--- config.mk ---
export PLATFORM = sky130hd
export DESIGN_NAME = mcs_regs
export DESIGN_NICKNAME = d
export VERILOG_FILES = /design/src/mcs_pkg.sv /design/src/mcs_regs.sv
export SDC_FILE = /design/constraint.sdc
export NUM_CORES = 1
export LEC_CHECK = 0
export ABC_AREA = 1
export BUFFER_PORTS_ARGS = -buffer_cell sky130_fd_sc_hd__buf_2
export CORE_UTILIZATION = 30
export CTS_CLUSTER_DIAMETER = 100
export DETAILED_ROUTE_END_ITERATION = 10
export HOLD_SLACK_MARGIN = 0.08
export PLACE_DENSITY_LB_ADDON = 0.05
export RECOVER_POWER = 50
export SLEW_MARGIN = 15
export SYNTH_ARGS = -nofsm -noshare
export SYNTH_HDL_FRONTEND = slang
export SYNTH_SLANG_ARGS = --single-unit
--- constraint.sdc ---
create_clock -name clk -period 2.41 [get_ports clk]
set_input_delay 0.6025 -clock clk [delete_from_list [all_inputs] [get_ports clk]]
set_output_delay 0.6025 -clock clk [all_outputs]
set_load 0.01 [all_outputs]
--- src/mcs_pkg.sv ---
// package: register indices, field layout, reset values and timing for the modem config bank
package mcs_pkg;
  // ----------------------------------------
  // register numbers used by the query command
  // ----------------------------------------
  localparam logic [7:0] REG_FAIL_CAUSE  = 8'h56;
  localparam logic [7:0] REG_HIGH_BAUD   = 8'h57;
  localparam logic [7:0] REG_MI_OPTIONS  = 8'h5c;
  localparam logic [7:0] REG_CALL_SPEED  = 8'h5d;
  localparam logic [7:0] REG_START_MODE  = 8'h5e;
  localparam logic [7:0] REG_NEG_MSG     = 8'h5f;
  localparam logic [7:0] REG_PROBE_TIME  = 8'h61;
  // ----------------------------------------
  // reset values
  // ----------------------------------------
  localparam logic [7:0] RST_FAIL_CAUSE  = 8'h00;
  localparam logic [7:0] RST_HIGH_BAUD   = 8'h0e;
  localparam logic [7:0] RST_MI_OPTIONS  = 8'h00;
  localparam logic [7:0] RST_CALL_SPEED  = 8'h09;
  localparam logic [7:0] RST_START_MODE  = 8'h00;
  localparam logic [7:0] RST_NEG_MSG     = 8'h00;
  localparam logic [7:0] RST_PROBE_TIME  = 8'h1e;
  // ----------------------------------------
  // failure cause codes
  // ----------------------------------------
  localparam logic [7:0] CAUSE_NORMAL    = 8'h00;
  localparam logic [7:0] CAUSE_NO_SYNC   = 8'h0b;
  localparam logic [7:0] CAUSE_NO_REPLY  = 8'h0d;
  localparam logic [3:0] RETRY_LIMIT     = 4'ha;
  // ----------------------------------------
  // speed codes (callsetup speed table)
  // ----------------------------------------
  localparam logic [7:0] HIGH_SEL_19200  = 8'h0e;
  localparam logic [7:0] HIGH_SEL_38400  = 8'h1c;
  localparam logic [3:0] SPD_9600        = 4'h9;
  localparam logic [3:0] SPD_19200       = 4'hc;
  localparam logic [3:0] SPD_38400       = 4'hd;
  // ----------------------------------------
  // field positions
  // ----------------------------------------
  localparam int MI_EN_BIT      = 0;
  localparam int MI_EDGE_BIT    = 1;
  localparam int MI_ANSWER_BIT  = 2;
  localparam int MI_RING_OFF_BIT = 3;
  localparam int SM_DIRECT_BIT  = 2;
  localparam int SM_EBCDIC_BIT  = 3;
  localparam int NEG_MSG_BITS   = 6;
  // ----------------------------------------
  // probe timing limits, tenths of a second
  // ----------------------------------------
  localparam logic [7:0] PROBE_MIN       = 8'h0f;
  localparam logic [7:0] PROBE_MAX       = 8'h46;
  // ----------------------------------------
  // timing
  // ----------------------------------------
  localparam longint CLK_HZ           = 64'd50000000;
  localparam longint NO_SYNC_SECONDS  = 64'd30;
  localparam longint NO_SYNC_CYCLES   = NO_SYNC_SECONDS * CLK_HZ;
  localparam longint PROBE_UNIT_MS    = 64'd100;
  localparam longint PROBE_UNIT_CYCLES = PROBE_UNIT_MS * CLK_HZ / 64'd1000;
endpackage : mcs_pkg

--- src/mcs_regs.sv ---
// module: modem configuration and status register bank
// Summary of operation
// [RULE_01] on a no-carrier report, write the failure cause into the cause register
// [RULE_02] cause codes: 0 normal, 4 carrier loss, 5-10 negotiation, 12 remote, 14, 15
// [RULE_03] no synchronous data or flags for 30 seconds: hang up, cause 11
// [RULE_04] ten unanswered transmissions of one message: hang up, cause 13
// [RULE_05] several failure events: keep the earliest cause, ignore later ones
// [RULE_06] speeds to 9600 always accepted; 14 adds 19200, 28 adds 38400
// [RULE_07] autobaud takes speed from first prefix character, maybe the second
// [RULE_08] mode-indicate: 0 off, odd on, +2 edge, +4 answer, +8 no ring pulse
// [RULE_09] nonzero mode-indicate value overrides the jack command setting
// [RULE_10] callsetup mode runs terminal at callsetup speed code 3 to 13
// [RULE_11] autobaud outside callsetup mode uses the carrier speed select value
// [RULE_12] standard switch setting: soft reset takes mode from startup mode register
// [RULE_13] startup mode loads from nonvolatile memory at power-on, store saves it
// [RULE_14] startup low bits: async standard, async callsetup, sync hdlc, sync bsc
// [RULE_15] +4 selects direct calling, +8 selects ebcdic for synchronous modes
// [RULE_16] negotiation messages only add result codes; factory value zero
// [RULE_17] bits: line speed, error control suffix, carrier, protocol, autostream, compression
// [RULE_18] set bits enable codes regardless of result message command
// [RULE_19] answer automode: send probe for timing register tenths, 1.5 to 7.0 s
// [RULE_20] originate automode: reject probe for timing register duration
// [RULE_21] probe timing defaults to 30, three seconds
// [RULE_22] each register eight bits, readable through the query command
module mcs_regs #(
  parameter longint NO_SYNC_CYCLES_P = mcs_pkg::NO_SYNC_CYCLES,
  parameter longint PROBE_UNIT_P     = mcs_pkg::PROBE_UNIT_CYCLES
) (
  input  wire logic        clk,
  input  wire logic        reset,
  input  wire logic        cmd_wr,
  input  wire logic        cmd_rd,
  input  wire logic [7:0]  cmd_reg,
  input  wire logic [7:0]  cmd_wdata,
  output logic             cmd_rvalid,
  output logic             cmd_rerr,
  output logic [7:0]       cmd_rdata,
  input  wire logic        call_start,
  input  wire logic        fail_event,
  input  wire logic [7:0]  fail_code,
  input  wire logic        sync_activity,
  input  wire logic        msg_retransmit,
  input  wire logic        msg_acked,
  output logic             no_carrier,
  output logic             hang_up,
  input  wire logic        autobaud_start,
  input  wire logic        prefix_char,
  input  wire logic [3:0]  prefix_speed,
  input  wire logic        prefix_ambiguous,
  input  wire logic [7:0]  carrier_speed_select,
  output logic [3:0]       dte_speed,
  output logic             dte_speed_valid,
  output logic             mi_enable,
  output logic             mi_edge,
  output logic             mi_answer,
  output logic             ring_indicator_pulse_off,
  output logic             jack_override,
  input  wire logic        std_switch_pin,
  input  wire logic        soft_reset,
  input  wire logic        nv_load,
  input  wire logic [7:0]  nv_rdata,
  input  wire logic        store_profile,
  output logic             nv_store,
  output logic [7:0]       nv_wdata,
  output logic [1:0]       op_base_mode,
  output logic             op_direct,
  output logic             op_ebcdic,
  input  wire logic [5:0]  result_message_command_mask,
  output logic [5:0]       result_enables,
  input  wire logic        probe_start,
  input  wire logic        answer_mode,
  output logic             probe_send,
  output logic             probe_reject
);
  import mcs_pkg::*;

  // ----------------------------------------
  // state
  // ----------------------------------------
  typedef struct packed {
    logic [7:0]  fail_cause;
    logic        fail_held;
    logic [7:0]  high_baud;
    logic [7:0]  mi_opts;
    logic [7:0]  call_speed;
    logic [7:0]  start_mode;
    logic [7:0]  neg_msg;
    logic [7:0]  probe_time;
    logic        rvalid;
    logic        rerr;
    logic [7:0]  rdata;
    logic        in_call;
    logic [31:0] sync_cnt;
    logic [3:0]  retry_cnt;
    logic        no_carrier;
    logic        hang_up;
    logic [1:0]  baud_phase;
    logic [3:0]  dte_speed;
    logic        dte_valid;
    logic        sw_meta;
    logic        sw_sync;
    logic [1:0]  op_base;
    logic        op_direct;
    logic        op_ebcdic;
    logic        nv_store;
    logic [7:0]  nv_wdata;
    logic [5:0]  result_en;
    logic        mi_en;
    logic        mi_edge;
    logic        mi_answer;
    logic        ring_off;
    logic        jack_ovr;
    logic [7:0]  probe_ticks;
    logic [31:0] unit_cnt;
    logic        probe_send;
    logic        probe_reject;
  } mcs_state_s;

  mcs_state_s st_reg;
  mcs_state_s st_next;

  // ----------------------------------------
  // decode helpers
  // ----------------------------------------
  function automatic logic [3:0] mcs_high_speed(input logic [7:0] sel);
    case (sel)
      HIGH_SEL_19200: mcs_high_speed = SPD_19200;
      HIGH_SEL_38400: mcs_high_speed = SPD_38400;
      default:        mcs_high_speed = SPD_9600;
    endcase
  endfunction

  function automatic logic mcs_speed_ok(input logic [3:0] spd, input logic [7:0] sel);
    mcs_speed_ok = (spd <= SPD_9600) || (spd == mcs_high_speed(sel));
  endfunction

  function automatic logic [7:0] mcs_probe_clamp(input logic [7:0] v);
    if (v < PROBE_MIN) begin
      mcs_probe_clamp = PROBE_MIN;
    end else if (v > PROBE_MAX) begin
      mcs_probe_clamp = PROBE_MAX;
    end else begin
      mcs_probe_clamp = v;
    end
  endfunction

  localparam logic [31:0] SYNC_LAST = 32'(NO_SYNC_CYCLES_P - 64'd1);
  localparam logic [31:0] UNIT_LAST = 32'(PROBE_UNIT_P - 64'd1);

  // ----------------------------------------
  // next state
  // ----------------------------------------
  always_comb begin
    logic       fail_now;
    logic [7:0] fail_val;
    logic       wr_hit;
    logic       base_callsetup;
    fail_now       = 1'b0;
    fail_val       = CAUSE_NORMAL;
    wr_hit         = 1'b0;
    base_callsetup = 1'b0;
    st_next = st_reg;
    st_next.rvalid     = 1'b0;
    st_next.rerr       = 1'b0;
    st_next.no_carrier = 1'b0;
    st_next.hang_up    = 1'b0;
    st_next.nv_store   = 1'b0;
    st_next.dte_valid  = 1'b0;

    // pin synchroniser for the command-mode switch
    st_next.sw_meta = std_switch_pin;
    st_next.sw_sync = st_reg.sw_meta;

    // host register writes
    if (cmd_wr) begin
      wr_hit = 1'b1;
      case (cmd_reg)
        REG_HIGH_BAUD:  st_next.high_baud  = cmd_wdata; // RULE_06
        REG_MI_OPTIONS: st_next.mi_opts    = cmd_wdata;
        REG_CALL_SPEED: st_next.call_speed = cmd_wdata;
        REG_START_MODE: st_next.start_mode = cmd_wdata;
        REG_NEG_MSG:    st_next.neg_msg    = cmd_wdata; // RULE_18
        REG_PROBE_TIME: st_next.probe_time = cmd_wdata;
        default:        wr_hit = 1'b0;
      endcase
      st_next.rerr = ~wr_hit;
    end

    // host register reads
    if (cmd_rd) begin
      st_next.rvalid = 1'b1;
      case (cmd_reg) // RULE_22
        REG_FAIL_CAUSE: st_next.rdata = st_reg.fail_cause;
        REG_HIGH_BAUD:  st_next.rdata = st_reg.high_baud;
        REG_MI_OPTIONS: st_next.rdata = st_reg.mi_opts;
        REG_CALL_SPEED: st_next.rdata = st_reg.call_speed;
        REG_START_MODE: st_next.rdata = st_reg.start_mode;
        REG_NEG_MSG:    st_next.rdata = st_reg.neg_msg;
        REG_PROBE_TIME: st_next.rdata = st_reg.probe_time;
        default: begin
          st_next.rdata = 8'h00;
          st_next.rerr  = 1'b1;
        end
      endcase
    end

    // failure detection during a call
    if (call_start) begin
      st_next.in_call    = 1'b1;
      st_next.fail_held  = 1'b0;
      st_next.fail_cause = CAUSE_NORMAL;
      st_next.sync_cnt   = 32'h0;
      st_next.retry_cnt  = 4'h0;
    end else if (st_reg.in_call) begin
      if (sync_activity) begin
        st_next.sync_cnt = 32'h0;
      end else if (st_reg.sync_cnt == SYNC_LAST) begin
        fail_now = 1'b1; // RULE_03
        fail_val = CAUSE_NO_SYNC;
      end else begin
        st_next.sync_cnt = st_reg.sync_cnt + 32'h1;
      end
      if (msg_acked) begin
        st_next.retry_cnt = 4'h0;
      end else if (msg_retransmit) begin
        st_next.retry_cnt = st_reg.retry_cnt + 4'h1;
        if (st_reg.retry_cnt + 4'h1 == RETRY_LIMIT && !fail_now) begin
          fail_now = 1'b1; // RULE_04
          fail_val = CAUSE_NO_REPLY;
        end
      end
      if (fail_event) begin
        fail_now = 1'b1; // RULE_05
        fail_val = fail_code; // RULE_02
      end
      if (fail_now) begin
        st_next.in_call    = 1'b0;
        st_next.hang_up    = 1'b1;
        st_next.no_carrier = 1'b1;
        if (!st_reg.fail_held) begin
          st_next.fail_cause = fail_val; // RULE_01
          st_next.fail_held  = 1'b1; // RULE_05
        end
      end
    end

    // autobaud from the attention prefix
    if (autobaud_start) begin
      st_next.baud_phase = 2'd1;
    end else if (prefix_char && st_reg.baud_phase != 2'd0) begin
      base_callsetup = (st_reg.start_mode[1:0] != 2'd0);
      if (base_callsetup) begin
        st_next.dte_speed = st_reg.call_speed[3:0]; // RULE_10
      end else if (mcs_speed_ok(prefix_speed, st_reg.high_baud)) begin
        st_next.dte_speed = prefix_speed; // RULE_06
      end else begin
        st_next.dte_speed = carrier_speed_select[3:0]; // RULE_11
      end
      if (st_reg.baud_phase == 2'd1 && prefix_ambiguous) begin
        st_next.baud_phase = 2'd2; // RULE_07
      end else begin
        st_next.baud_phase = 2'd0; // RULE_07
        st_next.dte_valid  = 1'b1;
      end
    end

    // startup mode load, store and soft reset
    if (nv_load) begin
      st_next.start_mode = nv_rdata; // RULE_13
    end
    if (store_profile) begin
      st_next.nv_store = 1'b1; // RULE_13
      st_next.nv_wdata = st_reg.start_mode;
    end
    if (soft_reset && st_reg.sw_sync) begin
      st_next.op_base   = st_reg.start_mode[1:0]; // RULE_12 RULE_14
      st_next.op_direct = st_reg.start_mode[SM_DIRECT_BIT] && st_reg.start_mode[1:0] != 2'd0; // RULE_15
      st_next.op_ebcdic = st_reg.start_mode[SM_EBCDIC_BIT] && st_reg.start_mode[1]; // RULE_15
    end

    // mode-indicate decode and jack override
    st_next.mi_en     = st_reg.mi_opts[MI_EN_BIT]; // RULE_08
    st_next.mi_edge   = st_reg.mi_opts[MI_EN_BIT] & st_reg.mi_opts[MI_EDGE_BIT];
    st_next.mi_answer = st_reg.mi_opts[MI_EN_BIT] & st_reg.mi_opts[MI_ANSWER_BIT];
    st_next.ring_off  = st_reg.mi_opts[MI_EN_BIT] & st_reg.mi_opts[MI_RING_OFF_BIT];
    st_next.jack_ovr  = (st_reg.mi_opts != 8'h00); // RULE_09

    // result code enables
    st_next.result_en = st_reg.neg_msg[NEG_MSG_BITS-1:0] | result_message_command_mask; // RULE_16 RULE_17 RULE_18

    // automode probe timing
    if (probe_start) begin
      st_next.probe_ticks  = mcs_probe_clamp(st_reg.probe_time); // RULE_19 RULE_21
      st_next.unit_cnt     = 32'h0;
      st_next.probe_send   = answer_mode; // RULE_19
      st_next.probe_reject = ~answer_mode; // RULE_20
    end else if (st_reg.probe_send || st_reg.probe_reject) begin
      if (st_reg.unit_cnt == UNIT_LAST) begin
        st_next.unit_cnt    = 32'h0;
        st_next.probe_ticks = st_reg.probe_ticks - 8'h01;
        if (st_reg.probe_ticks == 8'h01) begin
          st_next.probe_send   = 1'b0;
          st_next.probe_reject = 1'b0; // RULE_20
        end
      end else begin
        st_next.unit_cnt = st_reg.unit_cnt + 32'h1;
      end
    end
  end

  // ----------------------------------------
  // state register
  // ----------------------------------------
  always_ff @(posedge clk) begin
    if (reset) begin
      st_reg            <= '0;
      st_reg.fail_cause <= RST_FAIL_CAUSE;
      st_reg.high_baud  <= RST_HIGH_BAUD;
      st_reg.mi_opts    <= RST_MI_OPTIONS;
      st_reg.call_speed <= RST_CALL_SPEED;
      st_reg.start_mode <= RST_START_MODE;
      st_reg.neg_msg    <= RST_NEG_MSG; // RULE_16
      st_reg.probe_time <= RST_PROBE_TIME; // RULE_21
      st_reg.dte_speed  <= SPD_9600;
    end else begin
      st_reg <= st_next;
    end
  end

  // ----------------------------------------
  // outputs
  // ----------------------------------------
  assign cmd_rvalid               = st_reg.rvalid;
  assign cmd_rerr                 = st_reg.rerr;
  assign cmd_rdata                = st_reg.rdata;
  assign no_carrier               = st_reg.no_carrier;
  assign hang_up                  = st_reg.hang_up;
  assign dte_speed                = st_reg.dte_speed;
  assign dte_speed_valid          = st_reg.dte_valid;
  assign mi_enable                = st_reg.mi_en;
  assign mi_edge                  = st_reg.mi_edge;
  assign mi_answer                = st_reg.mi_answer;
  assign ring_indicator_pulse_off = st_reg.ring_off;
  assign jack_override            = st_reg.jack_ovr;
  assign nv_store                 = st_reg.nv_store;
  assign nv_wdata                 = st_reg.nv_wdata;
  assign op_base_mode             = st_reg.op_base;
  assign op_direct                = st_reg.op_direct;
  assign op_ebcdic                = st_reg.op_ebcdic;
  assign result_enables           = st_reg.result_en;
  assign probe_send               = st_reg.probe_send;
  assign probe_reject             = st_reg.probe_reject;
endmodule // mcs_regs

* After elaboration in Yosys (flattened, before gate mapping)
Index checks and enable logic that the tools add are counted.
Operators by class: bitwise logic cells 10, equal/unequal tests 16, $lt $le $gt $ge 3, reduce and logical (&&, ||, !) cells 39, add/sub/neg operators 4, multiplexer cells 54
Operators by type and width (count):
- 32-bit two-way mux | 3
- 8-bit two-way mux | 11
- 42-bit two-way mux | 2
- 32-bit by 1-bit adder with 32-bit output (second input constant) | 2
- 8-bit by 7-bit equality test with 1-bit output (second input constant) | 7
- 8-bit one-hot mux with 7 select lines | 1
- 39-bit two-way mux | 1
- 37-bit two-way mux | 1
- 4-bit two-way mux | 9
- 32-bit by 23-bit equality test with 1-bit output (second input constant) | 1
- 32-bit by 31-bit equality test with 1-bit output (second input constant) | 1
- 24-bit two-way mux | 1
- 2-bit AND reduction | 11
- 2-bit nonzero test | 9
- 1-bit two-way mux | 17
- 10-bit two-way mux | 1
- 9-bit two-way mux | 1
- 8-bit by 1-bit equality test with 1-bit output (second input constant) | 1
- 8-bit by 4-bit equality test with 1-bit output (second input constant) | 1
- 8-bit by 5-bit equality test with 1-bit output (second input constant) | 1
- 8-bit by 7-bit > comparator with 1-bit output (second input constant) | 1
- 8-bit by 4-bit less-than comparator with 1-bit output (second input constant) | 1
- 2-bit two-way mux | 4
- 8-bit nonzero test | 1
- other kinds (20) | 37
Word-level totals: bits of input ports 68, logic and storage cells 163, register bits after elaboration 181, output and inout port bits 43

* Depth between registers and ports, before layout
Gate-level depths: netlist of the first run.
depth after elaboration 16, depth in mapped cells 13, gate-level depth less buffers 13

* Worst setup path before layout of the first run
Ideal clock, no wire load.
path kind input to register, start input sync_activity, end register st_reg[82] (netlist bit), stages on the path 10, setup slack 0.599 ns, arrival time 1.694 ns, required time 2.293 ns, library setup time 0.117 ns, path buffers 2, path through buf_2 -> nor3_1 -> nand3_1 -> nor2_2 -> nand2_4 -> nand2_8 -> inv_6 -> buf_2 -> nor2_1 -> nor3_2
On the way: cells in the longest elaborated chain, start to end 2
RTL lines:
- start, declared | line mcs_regs.sv:41 | input wire logic sync_activity,
- 2-bit != test (no source line)
- 2-bit AND reduction (no source line)
- end signal, assigned | line mcs_regs.sv:326 | st_reg <= st_next;
- end, declared | line mcs_regs.sv:119 | mcs_state_s st_reg;
Several ways; a longest one is shown, not always the timed one. A chain may end at the register's enable or synchronous reset.

* Worst setup path in the final report of the first run
start register st_reg[2] (netlist bit), end register st_reg[40] (netlist bit)
On the way: cells in the longest elaborated chain, start to end 3
RTL lines:
- 32-bit by 23-bit equality test with 1-bit output | line mcs_regs.sv:298 | if (st_reg.unit_cnt == UNIT_LAST) begin
- 2-bit nonzero test (no source line)
- 2-bit AND reduction (no source line)
Every way passes these cells.

==> results of run 1 <==
==> how the worst min path moves through the flow <==
stage	startpoint	endpoint	slack, ns	depth (start not counted)
floorplan	st_next[66]	st_reg[66]	0.39	2
global placement	st_next[66]	st_reg[66]	0.39	2
detailed placement	st_next[66]	st_reg[66]	0.40	2
CTS	std_switch_pin	st_next[66]	0.34	3
global route	std_switch_pin	st_next[66]	0.34	3
finish	std_switch_pin	st_next[66]	0.36	3
==> cells by family (layout without fill, tap and decap cells) <==
family	Yosys count	in the layout	synth area share, %
and+or+nand+nor	821	821	36.8
buffers and inverters	231	325	10.8
AOI/OAI and AO/OA	220	220	12.2
DFF	180	180	37.6
xor gates and xnor gates	21	21	1.92
adders and majority gates	6	6	0.783
==> power breakdown <==
part / internal (mW) / switching, mW / total (mW) / leakage (nW)
Clock: 1.57 / 1.30 / 2.88 / 0.293
Sequential: 3.03 / 0.0453 / 3.08 / 1.46
Combinational: 0.160 / 0.341 / 0.501 / 2.44
Total: 4.76 / 1.69 / 6.46 / 4.19
==> worst reg2reg max path, stage by stage, from the launching register on <==
cell,delay [ns]
dfxtp_1,0.37
ha_1,0.18
nand3_1,0.14
nor2_1,0.22
nand4_1,0.11
nor2_1,0.17
nand3_1,0.23
nand2_1,0.32
o21ai_0,0.12
nor2_1,0.13
==> synthesized netlist by cell type, types with 2 or more instances <==
library cell / number
a21oi_1: 91
buf_2: 8
buf_4: 30
buf_6: 5
clkbuf_1: 23
clkinv_1: 4
dfxtp_1: 180
ha_1: 6
inv_1: 155
inv_2: 4
nand2_1: 315
nand2_2: 3
nand3_1: 116
nand4_1: 21
nor2_1: 279
nor2_2: 16
nor3_1: 37
nor3_2: 2
nor3b_1: 8
nor4_1: 9
o211ai_1: 10
o21ai_0: 103
o21bai_1: 2
o221ai_1: 2
o22ai_1: 5
o31ai_1: 2
or2_2: 6
or4_1: 2
xnor2_1: 7
xor2_1: 14
==> metal layers <==
metal | GRT usage (%) | vias to the layer above | wire, um
met3 | 3.35 | 20 | 824
met5 | 0 | - | 13
li1 | - | 4907 | -
met1 | 23.2 | 4273 | 14300
met4 | 4.34 | 2 | 297
met2 | 32.0 | 132 | 14100
==> area by class of cell <==
class                      instances  area, um2
fill                            3463      20500
multi-input combinational       1068       4960
sequential                       180       3600
timing repair buffer             129        656
inverter                         164        621
tap                              402        503
clock buffer                      19        443
clock inverter                    13        145
==> flow_summary_export.csv, run 1 <==
group,metric,value,unit
outcome,outcome,"completed",
critical_path,end_kind,"register",
placed_design,routabilityCongestion,0.867,
logic_synthesis,synth_seq_cells,180,
layout,stdcell_count,1975,
floorplan,die_area,0.0327,mm2
logic_synthesis,synth_top_area_share,37.6,%
placed_design,placed_cells,1943,
critical_path,worstPathArrival,2.42,ns
logic_synthesis,syn_nets,1553,
critical_path,r2r-start,"st_reg[2]",
critical_path,reg2reg_depth,9,
critical_path,path_delay_family,"simple AND/OR/NAND/NOR gates",
timing,fin_skew,0.0101,ns
critical_path,path_depth,9,
layout,layout_commonest_cell,"nand2_1",
global_routing,grt_pass1_vias,9092,
clock_network,cts_buffer_depth,2,
floorplan,num_rows,65,
drt,post_drt_wl_per_cell,14.9,um
timing,rsz0062_at_grt,"false",
timing,hold_viol_final,0,
drt,wl,29.5,mm
timing,fin_setup_tns,0,ns
layout,final_util,34.7,%
min_path,min-delay-path-class,"primary input to register",
logic_synthesis,syn_area,0.00959,mm2
timing,hold_slack,0.360,ns
timing,finalWorstSetupSlack,0.368,ns
critical_path,path_common_cell,"nor2_1",
floorplan,die_w,181,um
global_routing,grt_pass1_wl,47.3,mm
layout,layout.nets,1634,
timing,finalCritPeriodShare,84.7,%
timing,drv_slew,0,
floorplan,pin_count,111,
timing,setup_viol,0,
logic_synthesis,ys_seq_area_share,37.6,%
floorplan,die_y,181,um
global_routing,antenna_found_initial,1,
logic_synthesis,synth_edf_count,0,
drt,viasPerCell,4.73,
critical_path,start_kind,"register",
clock_network,htreeDepth,4,
critical_path,reg2reg_slack,0.37,ns
drt,dr.pass1.iters,5,
placed_design,place_hpwl,22.1,mm
critical_path,critPathMaxFanout,8,
layout,n_antenna_cell,0,
clock_network,clkTransAtPathRegs,0.07,ns
clock_network,clock_sinks,180,
placed_design,place_ws,0.132,ns
layout,largest_reg_flops,136,
clock_network,cts_resized,0,
critical_path,crit_slowest_cell,"dfxtp_1",
critical_path,worst_ep_required_time,2.79,ns
job,cap_violations,0,
layout,design_area,0.0109,mm2
clock_network,root_buffer,"clkbuf_16",
pwr,power.density,591,mW/mm2
pwr,power.total,6.46,mW
logic_synthesis,synth_top_area_cell,"dfxtp_1",
global_routing,grt.total_usage,18.3,%
global_routing,grt-ovfl-total,0,
critical_path,path_cells,"ha_1 > nand3_1 > nor2_1 > nand4_1 > nor2_1 > nand3_1 > nand2_1 > o21ai_0 > nor2_1",
layout,synthToLayoutAreaGrowth,13.9,%
timing,tightest_slew,0.875,ns
critical_path,r2r_end,"st_reg[40]",
pwr,total_leakage_power,4.19,nW
clock_network,cts_buffers,17,
drt,drc,0,
timing,fmax,0.490,GHz
layout,final_cell_mix,"315 x nand2_1, 279 x nor2_1, 180 x dfxtp_1",
layout,drive_gt1_share,9.79,%
floorplan,design.core.area,0.0315,mm2
placed_design,io_buffer_count,106,
floorplan,start_util,30.5,%
logic_synthesis,yosysWarnings,0,
logic_synthesis,synth_ff_type,"dfxtp_1",
global_routing,grt_max_degree,68,
clock_network,cts_tree,"yes",
timing,slew_headroom,41.7,%
clock_network,cts_hold_buf,0,
placed_design,placed_area,0.0104,mm2
clock_network,cts_setup_buffers,0,
drt,vias,9334,
logic_synthesis,netlist_instances,1479,
critical_path,setup.worst_path.start,"st_reg[2]",
critical_path,criticalPathCategory,"register to register",
logic_synthesis,synth.avg_cell_area,6.49,um2
critical_path,critPathMaxStageDelay,0.37,ns
drt,dr.first_iter.drc_count,447,
logic_synthesis,synth_area_leaders,"dfxtp_1 38%, nand2_1 12%, nor2_1 11%",
critical_path,crit_path_end,"st_reg[40]",
pwr,peakVddDrop,0.488,mV
critical_path,crit_buf_inv,0,
timing,fin_crit,2.04,ns
drt,ant_nets,0,
logic_synthesis,yosys.cell_types.count,44,
logic_synthesis,ys_async_sr_fraction,0,%
clock_network,clock_latency,0.44,ns
Note: power is estimated with default switching activity, not from simulation.
==> run 2: changes to the inputs <==
- clock period: 2.41 -> 2.1 ns (I/O delays scaled with it)
==> run 2 against run 1 <==
  * Die area unchanged
  * Power increased by 18%
  * Clock power increased by 21%
  * Largest cell class unchanged
  * Largest power group unchanged
  * Highest routed layer unchanged
==> flow_summary_export.csv, run 2 (synthesized netlist as in run 1, its figures left out) <==
group,metric,value,unit
drt,drc,0,
timing,slew_headroom,49.7,%
placed_design,routabilityCongestion,0.884,
global_routing,grt_pass1_vias,9321,
layout,final_cell_mix,"314 x nand2_1, 278 x nor2_1, 180 x dfxtp_1",
floorplan,design.core.area,0.0315,mm2
pwr,p_seq_share,46.4,%
pwr,switching_power,2.02,mW
floorplan,pin_count,111,
global_routing,grt-ovfl-total,0,
critical_path,path_cells,"nand2_1 > nor2_1 > inv_1 > nor3_1 > nand3_1 > nand2_1 > nand2_1 > a21oi_1",
critical_path,end_kind,"register",
clock_network,cts_buffer_depth,2,
drt,post_drt_wl_per_cell,14.9,um
critical_path,crit_slowest_cell,"dfxtp_1",
clock_network,root_buffer,"clkbuf_16",
critical_path,start_kind,"register",
timing,fmax,0.519,GHz
critical_path,reg2reg_depth,8,
outcome,outcome,"completed",
timing,rsz0062_at_grt,"false",
placed_design,io_buffer_count,106,
pwr,total_leakage_power,4.32,nW
placed_design,place_hpwl,22.7,mm
pwr,power.density,682,mW/mm2
pwr,pwr-share-comb,7.7,%
layout,synthToLayoutAreaGrowth,16.3,%
drt,ant_nets,0,
layout,layout.nets,1660,
layout,drive_gt1_share,11.1,%
floorplan,die_w,181,um
floorplan,die_y,181,um
clock_network,htreeDepth,4,
global_routing,antenna_found_initial,1,
pwr,clockPowerShare,45.8,%
critical_path,criticalPathCategory,"register to register",
global_routing,grt_max_degree,43,
critical_path,setup.worst_path.start,"st_reg[13]",
timing,hold_viol_final,0,
floorplan,start_util,30.5,%
critical_path,critPathMaxFanout,8,
clock_network,clock_latency,0.46,ns
min_path,min-delay-path-class,"primary input to register",
global_routing,grt.total_usage,18.9,%
timing,tightest_slew,0.754,ns
critical_path,critPathMaxStageDelay,0.48,ns
timing,fin_crit,1.93,ns
clock_network,cts_tree,"yes",
timing,drv_slew,0,
layout,n_antenna_cell,0,
drt,dr.first_iter.drc_count,526,
drt,viasPerCell,4.72,
floorplan,num_rows,65,
drt,vias,9453,
global_routing,grt_pass1_wl,49.0,mm
timing,fin_setup_tns,0,ns
drt,wl,29.8,mm
timing,fin_skew,0.0162,ns
floorplan,die_area,0.0327,mm2
layout,fillers,3515,
drt,dr.pass1.iters,4,
pwr,peakVddDrop,0.537,mV
job,cap_violations,0,
clock_network,cts_hold_buf,0,
pwr,switching_share,26.6,%
timing,setup_viol,0,
critical_path,r2r_end,"st_reg[32]",
critical_path,crit_path_end,"st_reg[32]",
layout,layout_commonest_cell,"nand2_1",
timing,hold_slack,0.275,ns
layout,largest_reg_flops,136,
clock_network,cts_buffers,17,
critical_path,reg2reg_slack,0.17,ns
clock_network,clock_sinks,180,
critical_path,r2r-start,"st_reg[13]",
critical_path,worstPathArrival,2.31,ns
critical_path,path_common_cell,"nand2_1",
clock_network,clkTransAtPathRegs,0.08,ns
critical_path,worst_ep_required_time,2.48,ns
pwr,internal-power,5.58,mW
timing,finalCritPeriodShare,91.8,%
clock_network,cts_setup_buffers,0,
-- run 2: per-stage QoR --
step / instances / cell area (um2) / total power, mW / util (%) / worst slack [ns]
2_1_floorplan: 1479 / 9590 / 3.98 / - / 0.363
3_3_place_gp: 1969 / 10600 / 4.23 / 33.8 / -0.0143
5_1_grt: 2001 / 11200 / 7.92 / 35.4 / 0.00204
3_5_place_dp: 1969 / 10600 / 4.23 / 33.8 / 0.00899
6_report: 2001 / 11200 / 7.60 / 35.4 / 0.173
4_1_cts: 2001 / 11300 / 7.74 / 35.8 / 0.153
-- run 2: metal layers --
layer	vias to the layer above	global-route usage [%]	part of all wire, %
met5	-	0	0.047
met4	2	5.26	1.4
met3	26	3.55	3.4
met2	168	32.2	47
met1	4291	24.3	48
li1	4966	-	-
-- run 2: timing repair --
| action | in CTS | in global routing |
|---|---|---|
| setup endpoints to repair | 0 | 29 |
| endpoints found under the hold margin | 0 | 0 |
| resized for setup | 0 | 5 |
-- run 2: layout make-up --
class                           instances  area (um2)  area share [%]
Timing Repair Buffer                  155         837            7.51
Clock buffer                           17         425            3.81
Inverter                              164         621            5.56
Tap cell                              402         503            4.51
Clock inverter                         15         196            1.76
Sequential cell                       180        3600            32.3
Multi-Input combinational cell       1068        4970            44.5
-- run 2: worst min path at each step --
stage                                              start           endpoint  cells past startpoint
after floorplan                              st_next[66]         st_reg[66]                      2
after global placement                       st_next[66]         st_reg[66]                      2
after detailed placement                     st_next[66]         st_reg[66]                      2
after CTS                                    prefix_char         st_reg[74]                      2
after global routing      result_message_command_mask[5]  result_enables[5]                      3
final                     result_message_command_mask[3]  result_enables[3]                      3
-- run 2: power groups by stage --
stage | combinational, mW | sequential (mW) | clock (mW)
4_1_cts | 0.616 | 3.53 | 3.60
2_1_floorplan | 0.381 | 3.60 | 0
3_3_place_gp | 0.616 | 3.61 | 0
6_report | 0.587 | 3.53 | 3.48
3_5_place_dp | 0.614 | 3.61 | 0
5_1_grt | 0.670 | 3.54 | 3.71
-- run 2: critical path, delay by kind of cell, from the launching register on --
family	cells	cell delay (ns)
AND/OR/NAND/NOR	6	1.15
buffers and inverters	1	0.12
flip-flops	1	0.48
AO/OA/AOI/OAI	1	0.11
==> run 3: changes to the inputs <==
- PLACE_DENSITY: default -> 0.44
- PLACE_DENSITY_LB_ADDON: 0.05 -> default
==> run 3 against run 2 <==
  * Clock power down 3%
  * Fmax down 1.0%
  * Utilization about the same
==> flow_summary_export.csv, run 3 (synthesized netlist as in run 1, its figures left out) <==
group,metric,value,unit
layout,layout_commonest_cell,"nand2_1",
clock_network,clock_latency,0.44,ns
drt,dr_wl_met3,1.10,mm
floorplan,pin_count,111,
drt,ant_nets,0,
critical_path,worstPathArrival,2.27,ns
global_routing,grt_pass1_vias,8806,
floorplan,die_w,181,um
clock_network,htreeDepth,4,
critical_path,criticalPathCategory,"primary input to register",
placed_design,io_buffer_count,106,
clock_network,clkTransAtPathRegs,0.07,ns
floorplan,start_util,30.5,%
drt,post_drt_wl_per_cell,14.7,um
clock_network,root_buffer,"clkbuf_16",
floorplan,die_y,181,um
layout,fillers,3468,
placed_design,place_hpwl,22.0,mm
timing,slew_headroom,18.2,%
floorplan,design.core.area,0.0315,mm2
global_routing,antenna_found_initial,2,
global_routing,grt_max_degree,68,
pwr,power.total,7.48,mW
layout,seq_area,0.00360,mm2
placed_design,routabilityCongestion,0.865,
timing,drv_slew,0,
min_path,min-delay-path-class,"primary input to register",
placed_design,place_ws,0.0582,ns
layout,multi_input_area,0.00498,mm2
drt,met2_length,13.0,mm
timing,tightest_slew,1.23,ns
clock_network,cts_hold_buf,0,
clock_network,cts_tree,"yes",
clock_network,cts_buffers,17,
drt,dr.first_iter.drc_count,685,
drt,dr.pass1.iters,5,
timing,fmax,0.514,GHz
timing,fin_skew,0.0137,ns
timing,finalWorstSetupSlack,0.153,ns
drt,viasPerCell,4.71,
timing,fin_crit,1.95,ns
drt,wl_met1,14.8,mm
layout,drive_gt1_share,11.3,%
outcome,outcome,"completed",
critical_path,critPathMaxFanout,24,
pwr,power.density,671,mW/mm2
drt,vias,9406,
layout,layout.nets,1654,
job,cap_violations,0,
global_routing,grt-ovfl-total,0,
layout,synthToLayoutAreaGrowth,16.2,%
critical_path,end_kind,"register",
timing,setup_viol,0,
layout,largest_reg_flops,136,
layout,final_util,35.4,%
pwr,peakVddDrop,0.543,mV
timing,finalCritPeriodShare,92.7,%
clock_network,clock_sinks,180,
global_routing,grt_pass1_wl,46.9,mm
drt,wl,29.3,mm
layout,final_cell_mix,"314 x nand2_1, 278 x nor2_1, 180 x dfxtp_1",
floorplan,die_area,0.0327,mm2
timing,hold_viol_final,0,
timing,rsz0062_at_grt,"true",
layout,n_antenna_cell,0,
floorplan,num_rows,65,
drt,drc,0,
global_routing,grt.total_usage,18.1,%
clock_network,cts_buffer_depth,2,
critical_path,start_kind,"primary input",
critical_path,worst_ep_required_time,2.43,ns
drt,top_layer_used,"met5",
pwr,total_leakage_power,4.31,nW
run 3: changes by cell type in the layout (fill, tap and decap cells not counted), sizes merged:
cell and delta:
clkinvlp -1, inv -2, clkbuf -6, buf +3, bufinv -1, clkinv +1
run 3: path summary, 6_finish.rpt:
check               from    endpoint  slack, ns  cells past startpoint
max                reset   mi_answer       0.15                      5
min reg2reg  st_next[66]  st_reg[66]       0.41                      2
max reg2reg    st_reg[4]  st_reg[25]       0.20                      9
min          prefix_char  st_reg[74]       0.29                      2
run 3: power breakdown:
| group | total, mW | internal (mW) | switching (mW) |
|---|---|---|---|
| Sequential | 3.53 | 3.48 | 0.0498 |
| Clock | 3.36 | 1.84 | 1.52 |
| Combinational | 0.595 | 0.201 | 0.394 |
run 3: final cells by class:
cell class,count,area share [%]
multi-input combinational,1068,44.7
sequential,180,32.3
timing repair buffer,149,7.55
inverter,164,5.57
tap,402,4.51
clock buffer,20,4.10
clock inverter,12,1.27
run 3: per-layer routing:
metal / global-route usage, % / vias to the layer above
met5: 0 / -
met4: 4.51 / 4
met3: 3.45 / 23
met2: 28.8 / 169
met1: 25.0 / 4251
li1: - / 4959
run 3: critical path, stage by stage:
cell	delay, ns
buf_2	0.35
clkbuf_1	0.95
nor2_1	0.19
inv_1	0.16
nor2_1	0.08
run 3: what timing repair did:
item,in CTS,in global routing
hold endpoints to repair,0,0
buffers inserted,0,3
endpoints found under the setup margin,0,31
resized for setup,0,7
run 3: metrics by stage:
stage	cell area (um2)	TNS, ns	instances	hold slack [ns]
finish	11100	0	1995	0.290
global route	11100	-0.0196	1995	0.275
detailed placement	10600	0	1960	0.398
CTS	11200	0	1992	0.256
floorplan	9590	0	1479	0.388
global placement	10600	0	1960	0.402
